`src/rtl/uarx_pkg.sv`:
```
// Purpose: Shared constants and types for the UART receive path.
// Assumes: One 20 MHz clock; all control inputs synchronous to it.
// Notes:   Every timing count, width and receiver reset value lives here; the tick divider resets to zero in its own file.

// ****************************************************************
// Package
// ****************************************************************
package uarx_pkg;

  // Oversampling: sixteen ticks per bit, three samples at mid-bit.
  localparam int         OS_RATE     = 16;
  localparam logic [3:0] OS_LAST     = 4'hF;
  localparam logic [3:0] OS_SAMP_A   = 4'h7;
  localparam logic [3:0] OS_SAMP_B   = 4'h8;
  localparam logic [3:0] OS_SAMP_C   = 4'h9;

  // Index of the last data bit for 8-bit and 9-bit words.
  localparam logic [3:0] LAST_BIT_8  = 4'h7;
  localparam logic [3:0] LAST_BIT_9  = 4'h8;

  // Width of the baud divisor and of a received word.
  localparam int         DIV_W       = 8;
  localparam int         WORD_W      = 9;
  localparam int         FIFO_DEPTH  = 2;

  // Reset values of the visible flags and of the pin edge detector.
  localparam logic       RST_IDLE    = 1'b1;
  localparam logic       RST_IRQ_N   = 1'b1;
  localparam logic       RST_PIN     = 1'b1;

  // Receiver sequencer states.
  typedef enum logic [4:0] {
    ST_HUNT      = 5'h01,
    ST_START     = 5'h02,
    ST_DATA      = 5'h04,
    ST_STOP      = 5'h08,
    ST_WAIT_HIGH = 5'h10
  } uarx_state_type;

  // One FIFO entry: the word with the flags that travel with it.
  typedef struct packed {
    logic [WORD_W-1:0] word;
    logic              ferr;
    logic              perr;
    logic              nf;
    logic              valid;
  } uarx_entry_type;

  // Complete state of the receiver; the tick divider keeps its own.
  typedef struct packed {
    uarx_state_type                   st;
    logic [3:0]                       os_cnt;
    logic [3:0]                       bit_cnt;
    logic [1:0]                       samp;
    logic                             noise;
    logic [WORD_W-1:0]                shreg;
    uarx_entry_type [FIFO_DEPTH-1:0]  fifo;
    logic                             ovr;
    logic                             idle;
    logic                             armed;
    logic                             irq_n;
    logic                             pin_prev;
    logic                             claim;
  } uarx_rec_type;

  localparam uarx_rec_type RST_REC = '{
    st:       ST_HUNT,
    os_cnt:   4'h0,
    bit_cnt:  4'h0,
    samp:     2'h0,
    noise:    1'b0,
    shreg:    9'h000,
    fifo:     '0,
    ovr:      1'b0,
    idle:     RST_IDLE,
    armed:    1'b0,
    irq_n:    RST_IRQ_N,
    pin_prev: RST_PIN,
    claim:    1'b0
  };

endpackage

```
`src/rtl/uarx_tick_gen.sv`:
```
// Purpose: Oversampling tick divider for the UART receive path.
// Assumes: Divisor is stable while the receiver runs.
// Notes:   One tick every divisor plus one clocks, at 16x the baud.

module uarx_tick_gen
  import uarx_pkg::*;
(
  // Clock and reset.
  input  wire logic                       clk_i,
  input  wire logic                       nrst_i,
  // Control.
  input  wire logic                       run_i,
  input  wire logic [uarx_pkg::DIV_W-1:0] div_i,
  // Tick out.
  output logic                            tick_o
);

  typedef struct packed {
    logic [DIV_W-1:0] cnt;
    logic             tick;
  } uarx_tick_rec_type;

  uarx_tick_rec_type q;
  uarx_tick_rec_type d;

  // Count down and reload; a stopped divider restarts a full period.
  always_comb begin
    d      = q;
    d.tick = 1'b0;
    if (!run_i) begin
      d.cnt = div_i;
    end else if (q.cnt == '0) begin
      d.cnt  = div_i;
      d.tick = 1'b1;
    end else begin
      d.cnt = DIV_W'(q.cnt - 1'b1);
    end
  end

  // State register with synchronous reset.
  always_ff @(posedge clk_i) begin
    if (!nrst_i) begin
      q <= '0;
    end else begin
      q <= d;
    end
  end

  assign tick_o = q.tick;

endmodule

```
`src/rtl/uarx_receiver.sv`:
```
// Purpose: Receive half of a UART with a two-word FIFO and status flags.
// Assumes: Software strobes are one-cycle pulses synchronous to clk_i.
// Notes:   All outputs come straight from the state record flip-flops.
//          Sampling pauses while the UART clock is off; only the wake
//          detector keeps watching the pin, on the plain clock.

module uarx_receiver
  import uarx_pkg::*;
(
  // Clock and reset.
  input  wire logic                       clk_i,
  input  wire logic                       nrst_i,

  // Configuration bits.
  input  wire logic                       uart_on_bit_i,
  input  wire logic                       rx_enable_bit_i,
  input  wire logic                       word_length_sel_i,
  input  wire logic                       parity_on_bit_i,
  input  wire logic                       parity_type_bit_i,
  input  wire logic                       addr_detect_enable_i,
  input  wire logic                       wake_enable_bit_i,
  input  wire logic                       rx_irq_enable_i,
  input  wire logic                       uart_clk_off_i,
  input  wire logic [uarx_pkg::DIV_W-1:0] baud_divisor_reg_i,

  // Software access strobes.
  input  wire logic                       status_access_i,
  input  wire logic                       data_read_i,

  // Serial pin.
  input  wire logic                       shared_serial_pin_i,
  output logic                            pin_claim_o,

  // Data buffer head.
  output logic [7:0]                      serial_data_buffer_o,
  output logic                            rx_ninth_bit_o,

  // Status flags.
  output logic                            rx_avail_flag_o,
  output logic                            overrun_flag_o,
  output logic                            frame_err_flag_o,
  output logic                            noise_flag_o,
  output logic                            parity_err_flag_o,
  output logic                            rx_idle_flag_o,

  // Interrupt request, active low pulse.
  output logic                            irq_n_o
);

  // ****************************************************************
  // Declarations
  // ****************************************************************

  // Sequencer record and the helpers that feed its next state.
  uarx_rec_type   q;
  uarx_rec_type   d;
  logic           tick;
  logic           tick_ok;
  logic           run;
  logic [2:0]     smp3;
  logic           vote;
  logic           smp_noise;
  logic [3:0]     last_bit;
  logic           par_bad;
  logic           top_bit;
  logic           frame_done;
  logic           push_irq;
  uarx_entry_type new_entry;

  // ****************************************************************
  // Oversampling tick
  // ****************************************************************

  // The divider only runs while the receiver may sample; a stopped
  // UART clock pauses reception rather than corrupting it.
  assign run = uart_on_bit_i & rx_enable_bit_i & ~uart_clk_off_i;

  uarx_tick_gen u_tick (
    .clk_i  (clk_i),
    .nrst_i (nrst_i),
    .run_i  (run),
    .div_i  (baud_divisor_reg_i),
    .tick_o (tick)
  );

  // A tick counted just before the divider stops still sits in its
  // register; gating it here keeps a stopped clock from advancing or
  // finishing a frame.
  assign tick_ok = tick & run;

  // ****************************************************************
  // Sample vote and word checks
  // ****************************************************************

  // The third sample is the live pin, so the vote is ready at mid-bit.
  assign smp3      = {q.samp, shared_serial_pin_i};
  assign vote      = (smp3[0] & smp3[1]) | (smp3[0] & smp3[2]) |
                     (smp3[1] & smp3[2]);

  // Noise means the three samples of one bit disagree.
  assign smp_noise = ~((&smp3) | (~|smp3));

  // Parity bit is part of the word, so the last bit index covers it.
  assign last_bit  = word_length_sel_i ? LAST_BIT_9 : LAST_BIT_8;

  // Even parity wants an even count of ones over the word and parity.
  assign par_bad   = parity_on_bit_i &
                     ((^q.shreg) != parity_type_bit_i);

  // Address qualifier looks at the top received bit of the word.
  assign top_bit   = word_length_sel_i ? q.shreg[8] : q.shreg[7];

  // Receive interrupt qualifier shared by both FIFO slots.
  assign push_irq  = rx_irq_enable_i &
                     (~addr_detect_enable_i | top_bit);

  // A frame ends at the vote point of its single stop bit.
  assign frame_done = tick_ok & (q.st == ST_STOP) &
                      (q.os_cnt == OS_SAMP_C);

  // Entry that a finished frame would push; a break yields a zero word with the frame error set.
  always_comb begin
    new_entry       = '0;
    new_entry.word  = word_length_sel_i ? q.shreg :
                      {1'b0, q.shreg[7:0]};
    new_entry.ferr  = ~vote;
    new_entry.perr  = par_bad;
    new_entry.nf    = q.noise | smp_noise;
    new_entry.valid = 1'b1;
  end

  // ****************************************************************
  // Next state
  // ****************************************************************

  // One process builds the whole next state: sequencer, FIFO, flags
  // and interrupt pulse, in a fixed order so that a stored frame and its
  // flag sets land after the read pop and clear of the same cycle.
  always_comb begin
    d          = q;
    d.irq_n    = RST_IRQ_N;
    d.pin_prev = shared_serial_pin_i;
    d.claim    = uart_on_bit_i & rx_enable_bit_i;

    // Status access arms the clear; the next data read completes it.
    if (status_access_i) begin
      d.armed = 1'b1;
    end

    // A data read pops the head when one is stored; the second word slides down.
    // A read on an empty buffer leaves the FIFO unchanged.
    if (data_read_i) begin
      if (q.fifo[0].valid) begin
        d.fifo[0] = q.fifo[1];
        d.fifo[1] = '0;
      end
      if (q.armed) begin
        d.ovr   = 1'b0;
        d.armed = 1'b0;
      end
    end

    // Bit sequencer, advanced only on oversampling ticks.
    if (tick_ok) begin
      unique case (q.st)
        ST_HUNT: begin
          d.idle = 1'b1;
          // The raw pin starts a frame; the start vote weeds out glitches.
          if (!shared_serial_pin_i) begin
            d.st      = ST_START;
            d.os_cnt  = 4'h0;
            d.noise   = 1'b0;
            d.shreg   = '0;
            d.idle    = 1'b0;
          end
        end

        ST_START: begin
          d.os_cnt = 4'(q.os_cnt + 4'h1);
          if (q.os_cnt == OS_SAMP_A || q.os_cnt == OS_SAMP_B) begin
            d.samp = {q.samp[0], shared_serial_pin_i};
          end
          if (q.os_cnt == OS_SAMP_C) begin
            d.noise = q.noise | smp_noise;
            // A start bit that votes high was a glitch.
            if (vote) begin
              d.st   = ST_HUNT;
              d.idle = 1'b1;
            end
          end
          if (q.os_cnt == OS_LAST) begin
            d.st      = ST_DATA;
            d.bit_cnt = 4'h0;
          end
        end

        ST_DATA: begin
          d.os_cnt = 4'(q.os_cnt + 4'h1);
          if (q.os_cnt == OS_SAMP_A || q.os_cnt == OS_SAMP_B) begin
            d.samp = {q.samp[0], shared_serial_pin_i};
          end
          if (q.os_cnt == OS_SAMP_C) begin
            d.noise             = q.noise | smp_noise;
            d.shreg[q.bit_cnt]  = vote;
          end
          if (q.os_cnt == OS_LAST) begin
            if (q.bit_cnt == last_bit) begin
              d.st = ST_STOP;
            end else begin
              d.bit_cnt = 4'(q.bit_cnt + 4'h1);
            end
          end
        end

        ST_STOP: begin
          d.os_cnt = 4'(q.os_cnt + 4'h1);
          if (q.os_cnt == OS_SAMP_A || q.os_cnt == OS_SAMP_B) begin
            d.samp = {q.samp[0], shared_serial_pin_i};
          end
          if (q.os_cnt == OS_SAMP_C) begin
            d.idle = 1'b1;
            // A low stop level must clear before the next hunt.
            d.st   = vote ? ST_HUNT : ST_WAIT_HIGH;
          end
        end

        ST_WAIT_HIGH: begin
          d.idle = 1'b1;
          // A long break keeps the line low; nothing is hunted until it rises.
          if (shared_serial_pin_i) begin
            d.st = ST_HUNT;
          end
        end
      endcase
    end

    // Finished frame: store it or report an overrun.
    if (frame_done) begin
      if (!d.fifo[0].valid) begin
        d.fifo[0] = new_entry;
        if (push_irq) begin
          d.irq_n = 1'b0;
        end
      end else if (!d.fifo[1].valid) begin
        d.fifo[1] = new_entry;
        if (push_irq) begin
          d.irq_n = 1'b0;
        end
      end else begin
        // FIFO kept intact; the shift register already holds the new word.
        d.ovr = 1'b1;
        if (rx_irq_enable_i) begin
          d.irq_n = 1'b0;
        end
      end
    end

    // Wake-up from a stopped clock needs no flag, only the pulse.
    // The edge detector resets to the idle line level, so reset makes no edge.
    if (uart_clk_off_i && wake_enable_bit_i && rx_irq_enable_i &&
        uart_on_bit_i && rx_enable_bit_i &&
        q.pin_prev && !shared_serial_pin_i) begin
      d.irq_n = 1'b0;
    end

    // Receiver disabled: drop any frame in flight, stay idle.
    if (!rx_enable_bit_i) begin
      d.st     = ST_HUNT;
      d.os_cnt = 4'h0;
      d.idle   = 1'b1;
    end

    // UART disabled: flush the buffer and every flag.
    if (!uart_on_bit_i) begin
      d.st     = ST_HUNT;
      d.os_cnt = 4'h0;
      d.fifo   = '0;
      d.ovr    = 1'b0;
      d.armed  = 1'b0;
      d.idle   = 1'b1;
      d.irq_n  = RST_IRQ_N;
    end

    // Reset is synchronous, so it simply overrides the next state.
    if (!nrst_i) begin
      d = RST_REC;
    end
  end

  // ****************************************************************
  // State register
  // ****************************************************************

  // Single register stage for the whole record.
  // Reset is folded into the next state, so this stage has no branch.
  always_ff @(posedge clk_i) begin
    q <= d;
  end

  // ****************************************************************
  // Outputs
  // ****************************************************************

  // Flags come from the head entry, so each word carries its own errors
  // and software can read them before taking the data.
  assign serial_data_buffer_o = q.fifo[0].word[7:0];
  assign rx_ninth_bit_o       = q.fifo[0].word[8];
  assign rx_avail_flag_o      = q.fifo[0].valid;
  assign frame_err_flag_o     = q.fifo[0].ferr;
  assign parity_err_flag_o    = q.fifo[0].perr;
  assign noise_flag_o         = q.fifo[0].nf;
  // Overrun lives outside the entries: it survives pops until the
  // status access then data read sequence clears it.
  assign overrun_flag_o       = q.ovr;
  assign rx_idle_flag_o       = q.idle;
  assign irq_n_o              = q.irq_n;
  assign pin_claim_o          = q.claim;

endmodule

```
`config.mk`:
```
export PLATFORM = sky130hd
export DESIGN_NAME = uarx_receiver
export DESIGN_NICKNAME = d
export VERILOG_FILES = /design/src/rtl/uarx_pkg.sv /design/src/rtl/uarx_tick_gen.sv /design/src/rtl/uarx_receiver.sv
export SDC_FILE = /design/constraint.sdc
export NUM_CORES = 1
export LEC_CHECK = 0
export BUFFER_PORTS_ARGS = -buffer_cell sky130_fd_sc_hd__buf_2
export CORE_ASPECT_RATIO = 0.75
export CORE_MARGIN = 4
export CORE_UTILIZATION = 50
export CTS_CLUSTER_DIAMETER = 30
export DETAILED_ROUTE_END_ITERATION = 7
export PLACE_DENSITY = 0.7
export SYNTH_ARGS = -nofsm -noshare
export SYNTH_HDL_FRONTEND = slang
export SYNTH_SLANG_ARGS = --single-unit
```
`constraint.sdc`:
```
create_clock -name clk_i -period 2.4 [get_ports clk_i]
set_input_delay 0.24 -clock clk_i [delete_from_list [all_inputs] [get_ports clk_i]]
set_output_delay 0.24 -clock clk_i [all_outputs]
set_load 0.02 [all_outputs]
```
== Word level (Yosys, flattened, before mapping) ==
Cells that the tools add are included.
Operators by class
  bitwise gates (word level): 19
  eq/ne operators: 23
  mux-type cells: 52
  magnitude comparators: 2
  add/subtract/negate cells: 3
  reduce and logical (&&, ||, !) cells: 30
Operators by type and width (number)
  27-bit two-way mux: 2
  5-bit two-way mux: 8
  13-bit two-way mux: 3
  26-bit two-way mux: 1
  5-bit one-hot mux with 5 select lines: 1
  1-bit two-way mux: 20
  10-bit two-way mux: 2
  9-bit two-way mux: 2
  2-bit != test (second input constant): 9
  9-bit one-hot mux with 2 select lines: 1
  4-bit two-way mux: 4
  8-bit two-way mux: 2
  4-bit one-hot mux with 2 select lines: 2
  5-bit AND reduction: 3
  4-bit == test (second input constant): 3
  3-bit AND reduction: 4
  1-bit bitwise AND: 10
  9-bit bitwise mux: 1
  9-bit parity: 1
  4-bit by 1-bit adder with 4-bit output (second input constant): 2
  8-bit zero test: 1
  8-bit AND reduction: 1
  8-bit by 1-bit subtractor with 8-bit output (second input constant): 1
  1-bit logical AND: 7
  25 further kinds: 38
Word-level totals
  output and inout port bits: 17
  register bits after elaboration: 66
  word-level logic and storage cells: 153

== Longest topological paths before layout ==
  depth in word-level cells: 8
  mapped depth: 9
  depth with buffers taken out: 7

== By module ==
From an unflattened synthesis, not the netlist that was laid out.
Second synthesis, totals
  cell total of the unflattened synthesis: 429
  area total of the unflattened synthesis: 3677.3 µm²
Modules (own cells, without submodules)
  uarx_receiver: times used 1, cells each 377, sequential area each 1141.1 µm², area each 3194.3 µm²
  uarx_tick_gen: times used 1, cells each 52, sequential area each 180.2 µm², area each 483.0 µm²

== Least setup slack after synthesis ==
OpenSTA, ideal clock, no wires.
  path kind: reg2reg
  start point: reg q[54] (netlist name)
  end point: reg q[26] (netlist name)
  setup time: 0.132 ns
  data arrival time: 1.914 ns
  period minus slack after synthesis: 2.047 ns
  slack: 0.353 ns
  cell stages (with the launch flop): 9
  cells stage by stage: dfxtp_1 buf_6 or3_4 or4_4 buf_6 or2_4 buf_6 nand3_1 a21oi_1
Between the ends
  cells in the longest elaborated chain, start to end: 4
RTL lines
  from (decl): line uarx_receiver.sv:55  | uarx_rec_type q;
  from (signal assigned): line uarx_receiver.sv:297  | q <= d;
  5-bit by 4-bit == test with 1-bit output: line uarx_receiver.sv:118  | assign frame_done = tick_ok & (q.st == ST_STOP) &
  1-bit bitwise AND (2 in a row): line uarx_receiver.sv:118
  27-bit two-way mux: line uarx_receiver.sv:238  | if (frame_done) begin
No other way between the ends.
A chain may end at the register's enable or synchronous reset.

== Final worst setup path ==
  start point: reg q[56] (netlist name)
  end point: reg q[22] (netlist name)
Same word-level chain as after synthesis.

==> results.toml <==
[grt]
track_usage = 0.201
grt_pass1_wl_mm = 14.1
first_global_vias = 2856
overflow = 0
grt_max_degree = 25
antenna_found_initial = 0

[clocking]
cts_hold_buf = 0
cts_setup_buffers = 0
clk_pin_slew_ns = 0.08
cts_sinks = 66
cts_root_buf = "clkbuf_8"
cts_tree = "yes"
clock_path_buffers = 2
post_cts_resized = 0
insertion_delay_ns = 0.34
h-tree-depth = 3
cts-buffers-inserted = 9

[yosys]
synth_area_um2 = 3630
seq_area_frac_synth = 0.364
synth_seq_cells = 66
yosysMostFrequentCell = "dfxtp_1"
synthArstFlopShare = 0
yosys_most_used_dff = "dfxtp_1"
yosys.area.top_type = "dfxtp_1"
netlist_instances = 427
synth_edf_count = 0
synth_cell_types = 68
syn_nets = 458
synth_area_leaders = "dfxtp_1 (36%), mux2i_1 (5.0%), nand2_1 (4.3%)"
syn_area_per_cell_um2 = 8.49
netlist_top_cells_count = "dfxtp_1 (66), nand2_1 (42), a21oi_1 (30), nor2_1 (30), nand3_1 (25)"
yosys.area.top_type_share = 0.364
yosys_warnings = 0

[sta]
hold_slack_ns = 0.0718
slew_headroom = 0.432
hold_violations = 0
max_freq_mhz = 460
tightest_slew_ns = 0.850
min_period_ns = 2.17
layout_setup_ws_ns = 0.226
finalMaxSlewViolations = 0
finalSetupTns_ns = 0
finalCritPeriodShare = 0.906
finalSetupViolations = 0
skew_ns = 0.00866
rsz0062_at_grt = "false"

[worst_setup_path]
arrival_ns = 2.35
rr_startpoint = "q[56]"
crit_required_ns = 2.57
rr_worst_depth = 5
start_kind = "flip-flop"
path_class = "reg2reg"
path_max_fanout = 13
rr_endpoint = "q[22]"
crit_path_end_kind = "flip-flop"
rrSetupSlack_ns = 0.23

[drt]
wl_per_cell_um = 15.1
vias = 3231
drtIter0Drc = 216
post-route-drc-count = 0
drt-pass1-iter-count = 5
routed_wl_mm = 8.46
ant_nets = 0
vias_per_cell = 5.76

[power_and_ir_drop]
swShare = 0.230
p_int_mw = 1.78
p_clk_frac = 0.462
ir_worst_vdd_v = 0.000386
seqPwrFrac = 0.484
cellLeakagePower_nw = 1.56
switching_power_mw = 0.531
p_comb_frac = 0.054
power_density_nw_per_um2 = 565

[placed_design]
dpl.hpwl_mm = 6.17
numPortBuffers = 38
dpl_worst_slack_ns = 0.266
gp_congestion = 0.874

[die]
io_pins = 39
dieWidth_um = 106
initial_core_util = 0.523
die_area_um2 = 8690
core_um2 = 6930
rows = 26
dieHeight_um = 81.8

[cells_and_area]
area.sequential_um2 = 1320
filler_cell_count = 616
multi_input_area_um2 = 2070
fin_nets = 489
drive_gt1_frac = 0.177
antennaDiodeCount = 0
area_growth_syn_to_layout_pct = 12.7

[worst_hold_path]
min_to = "irq_n_o"
hold_path_class = "in2reg"
hold_start = "rx_irq_enable_i"
min_delay_path_depth = 2

[job]
maxCapViolations = 0

[run_status]
outcome = "finished clean"
-- final cells by class --
class,instances,share of cell area
clock buffer,10,0.0337
clock inverter,6,0.0221
inverter,16,0.0147
multi-input combinational,315,0.508
sequential,66,0.323
tap,98,0.0300
timing repair buffer,50,0.0686
-- sequential cells by signal, indices dropped and copies added (netlist names) --
register / count
rx_idle_flag_o: 1
pin_claim_o: 1
parity_err_flag_o: 1
u_tick.tick_o: 1
u_tick.q: 8
q: 40
frame_err_flag_o: 1
overrun_flag_o: 1
rx_avail_flag_o: 1
rx_ninth_bit_o: 1
noise_flag_o: 1
serial_data_buffer_o: 8
irq_n_o: 1
-- worst max-delay path by stage --
stage / from / endpoint / slack, ns / cells past startpoint
2_1_floorplan: q[54] / q[26] / 0.35 / 8
3_3_place_gp: uart_clk_off_i / q[46] / 0.34 / 7
3_5_place_dp: uart_clk_off_i / q[46] / 0.27 / 7
4_1_cts: q[56] / q[22] / 0.23 / 5
5_1_grt: q[53] / q[43] / 0.08 / 5
6_report: q[56] / q[22] / 0.23 / 5
-- cells in the final DEF (no fill, tap or decap), drive strengths merged, types with 4 or more instances in the layout --
cell type,synthesis,layout
a211oi,13,13
a21oi,30,30
buf,17,50
clkbuf,13,10
clkinv,1,4
dfxtp,66,66
ha,9,9
inv,15,15
mux2i,18,18
nand2,42,42
nand2b,7,7
nand3,26,26
nor2,32,32
nor2b,8,8
nor3,8,8
nor4,7,7
o211a,7,7
o21ai,16,16
o2bb2ai,8,8
or3,9,9
or4,6,6
xnor2,14,14
-- worst max-delay path, stage by stage (launching register included) --
cell	delay (ns)
dfxtp_1	0.41
or3_4	0.45
or4_4	0.59
or2_4	0.36
nand3_1	0.11
a21oi_1	0.08
-- through the flow --
step	cells	power, mW	instance area [um^2]	util
6_report	561	2.31	4090	0.590
5_1_grt	561	2.39	4090	0.590
4_1_cts	561	2.33	4090	0.590
3_5_place_dp	545	1.27	3860	0.557
3_3_place_gp	545	1.26	3860	0.557
2_1_floorplan	427	1.22	3630	-
-- power groups by stage --
stage / Clock [mW] / Combinational, mW / Sequential, mW
2_1_floorplan: 0 / 0.0799 / 1.14
3_3_place_gp: 0 / 0.123 / 1.14
3_5_place_dp: 0 / 0.125 / 1.14
4_1_cts: 1.08 / 0.126 / 1.12
5_1_grt: 1.13 / 0.139 / 1.12
6_report: 1.07 / 0.126 / 1.12
-- kinds of logic after synthesis --
logic type                 Yosys count  share of synthesized area
adders and majority gates           10                     0.0338
muxes                               20                     0.0559
DFF                                 66                      0.364
AOI/OAI and AO/OA                  101                      0.190
xor gates and xnor gates            17                     0.0449
and+or+nand+nor                    167                      0.247
buffers and inverters               46                     0.0638
-- metal layers --
metal	share of wire	wire length, um	global-route usage
met5	0	0	0
met4	0.0074	63	0.0479
met3	0.057	481	0.0471
met2	0.43	3600	0.307
met1	0.51	4310	0.289
Note: power is estimated with default switching activity, not from simulation.
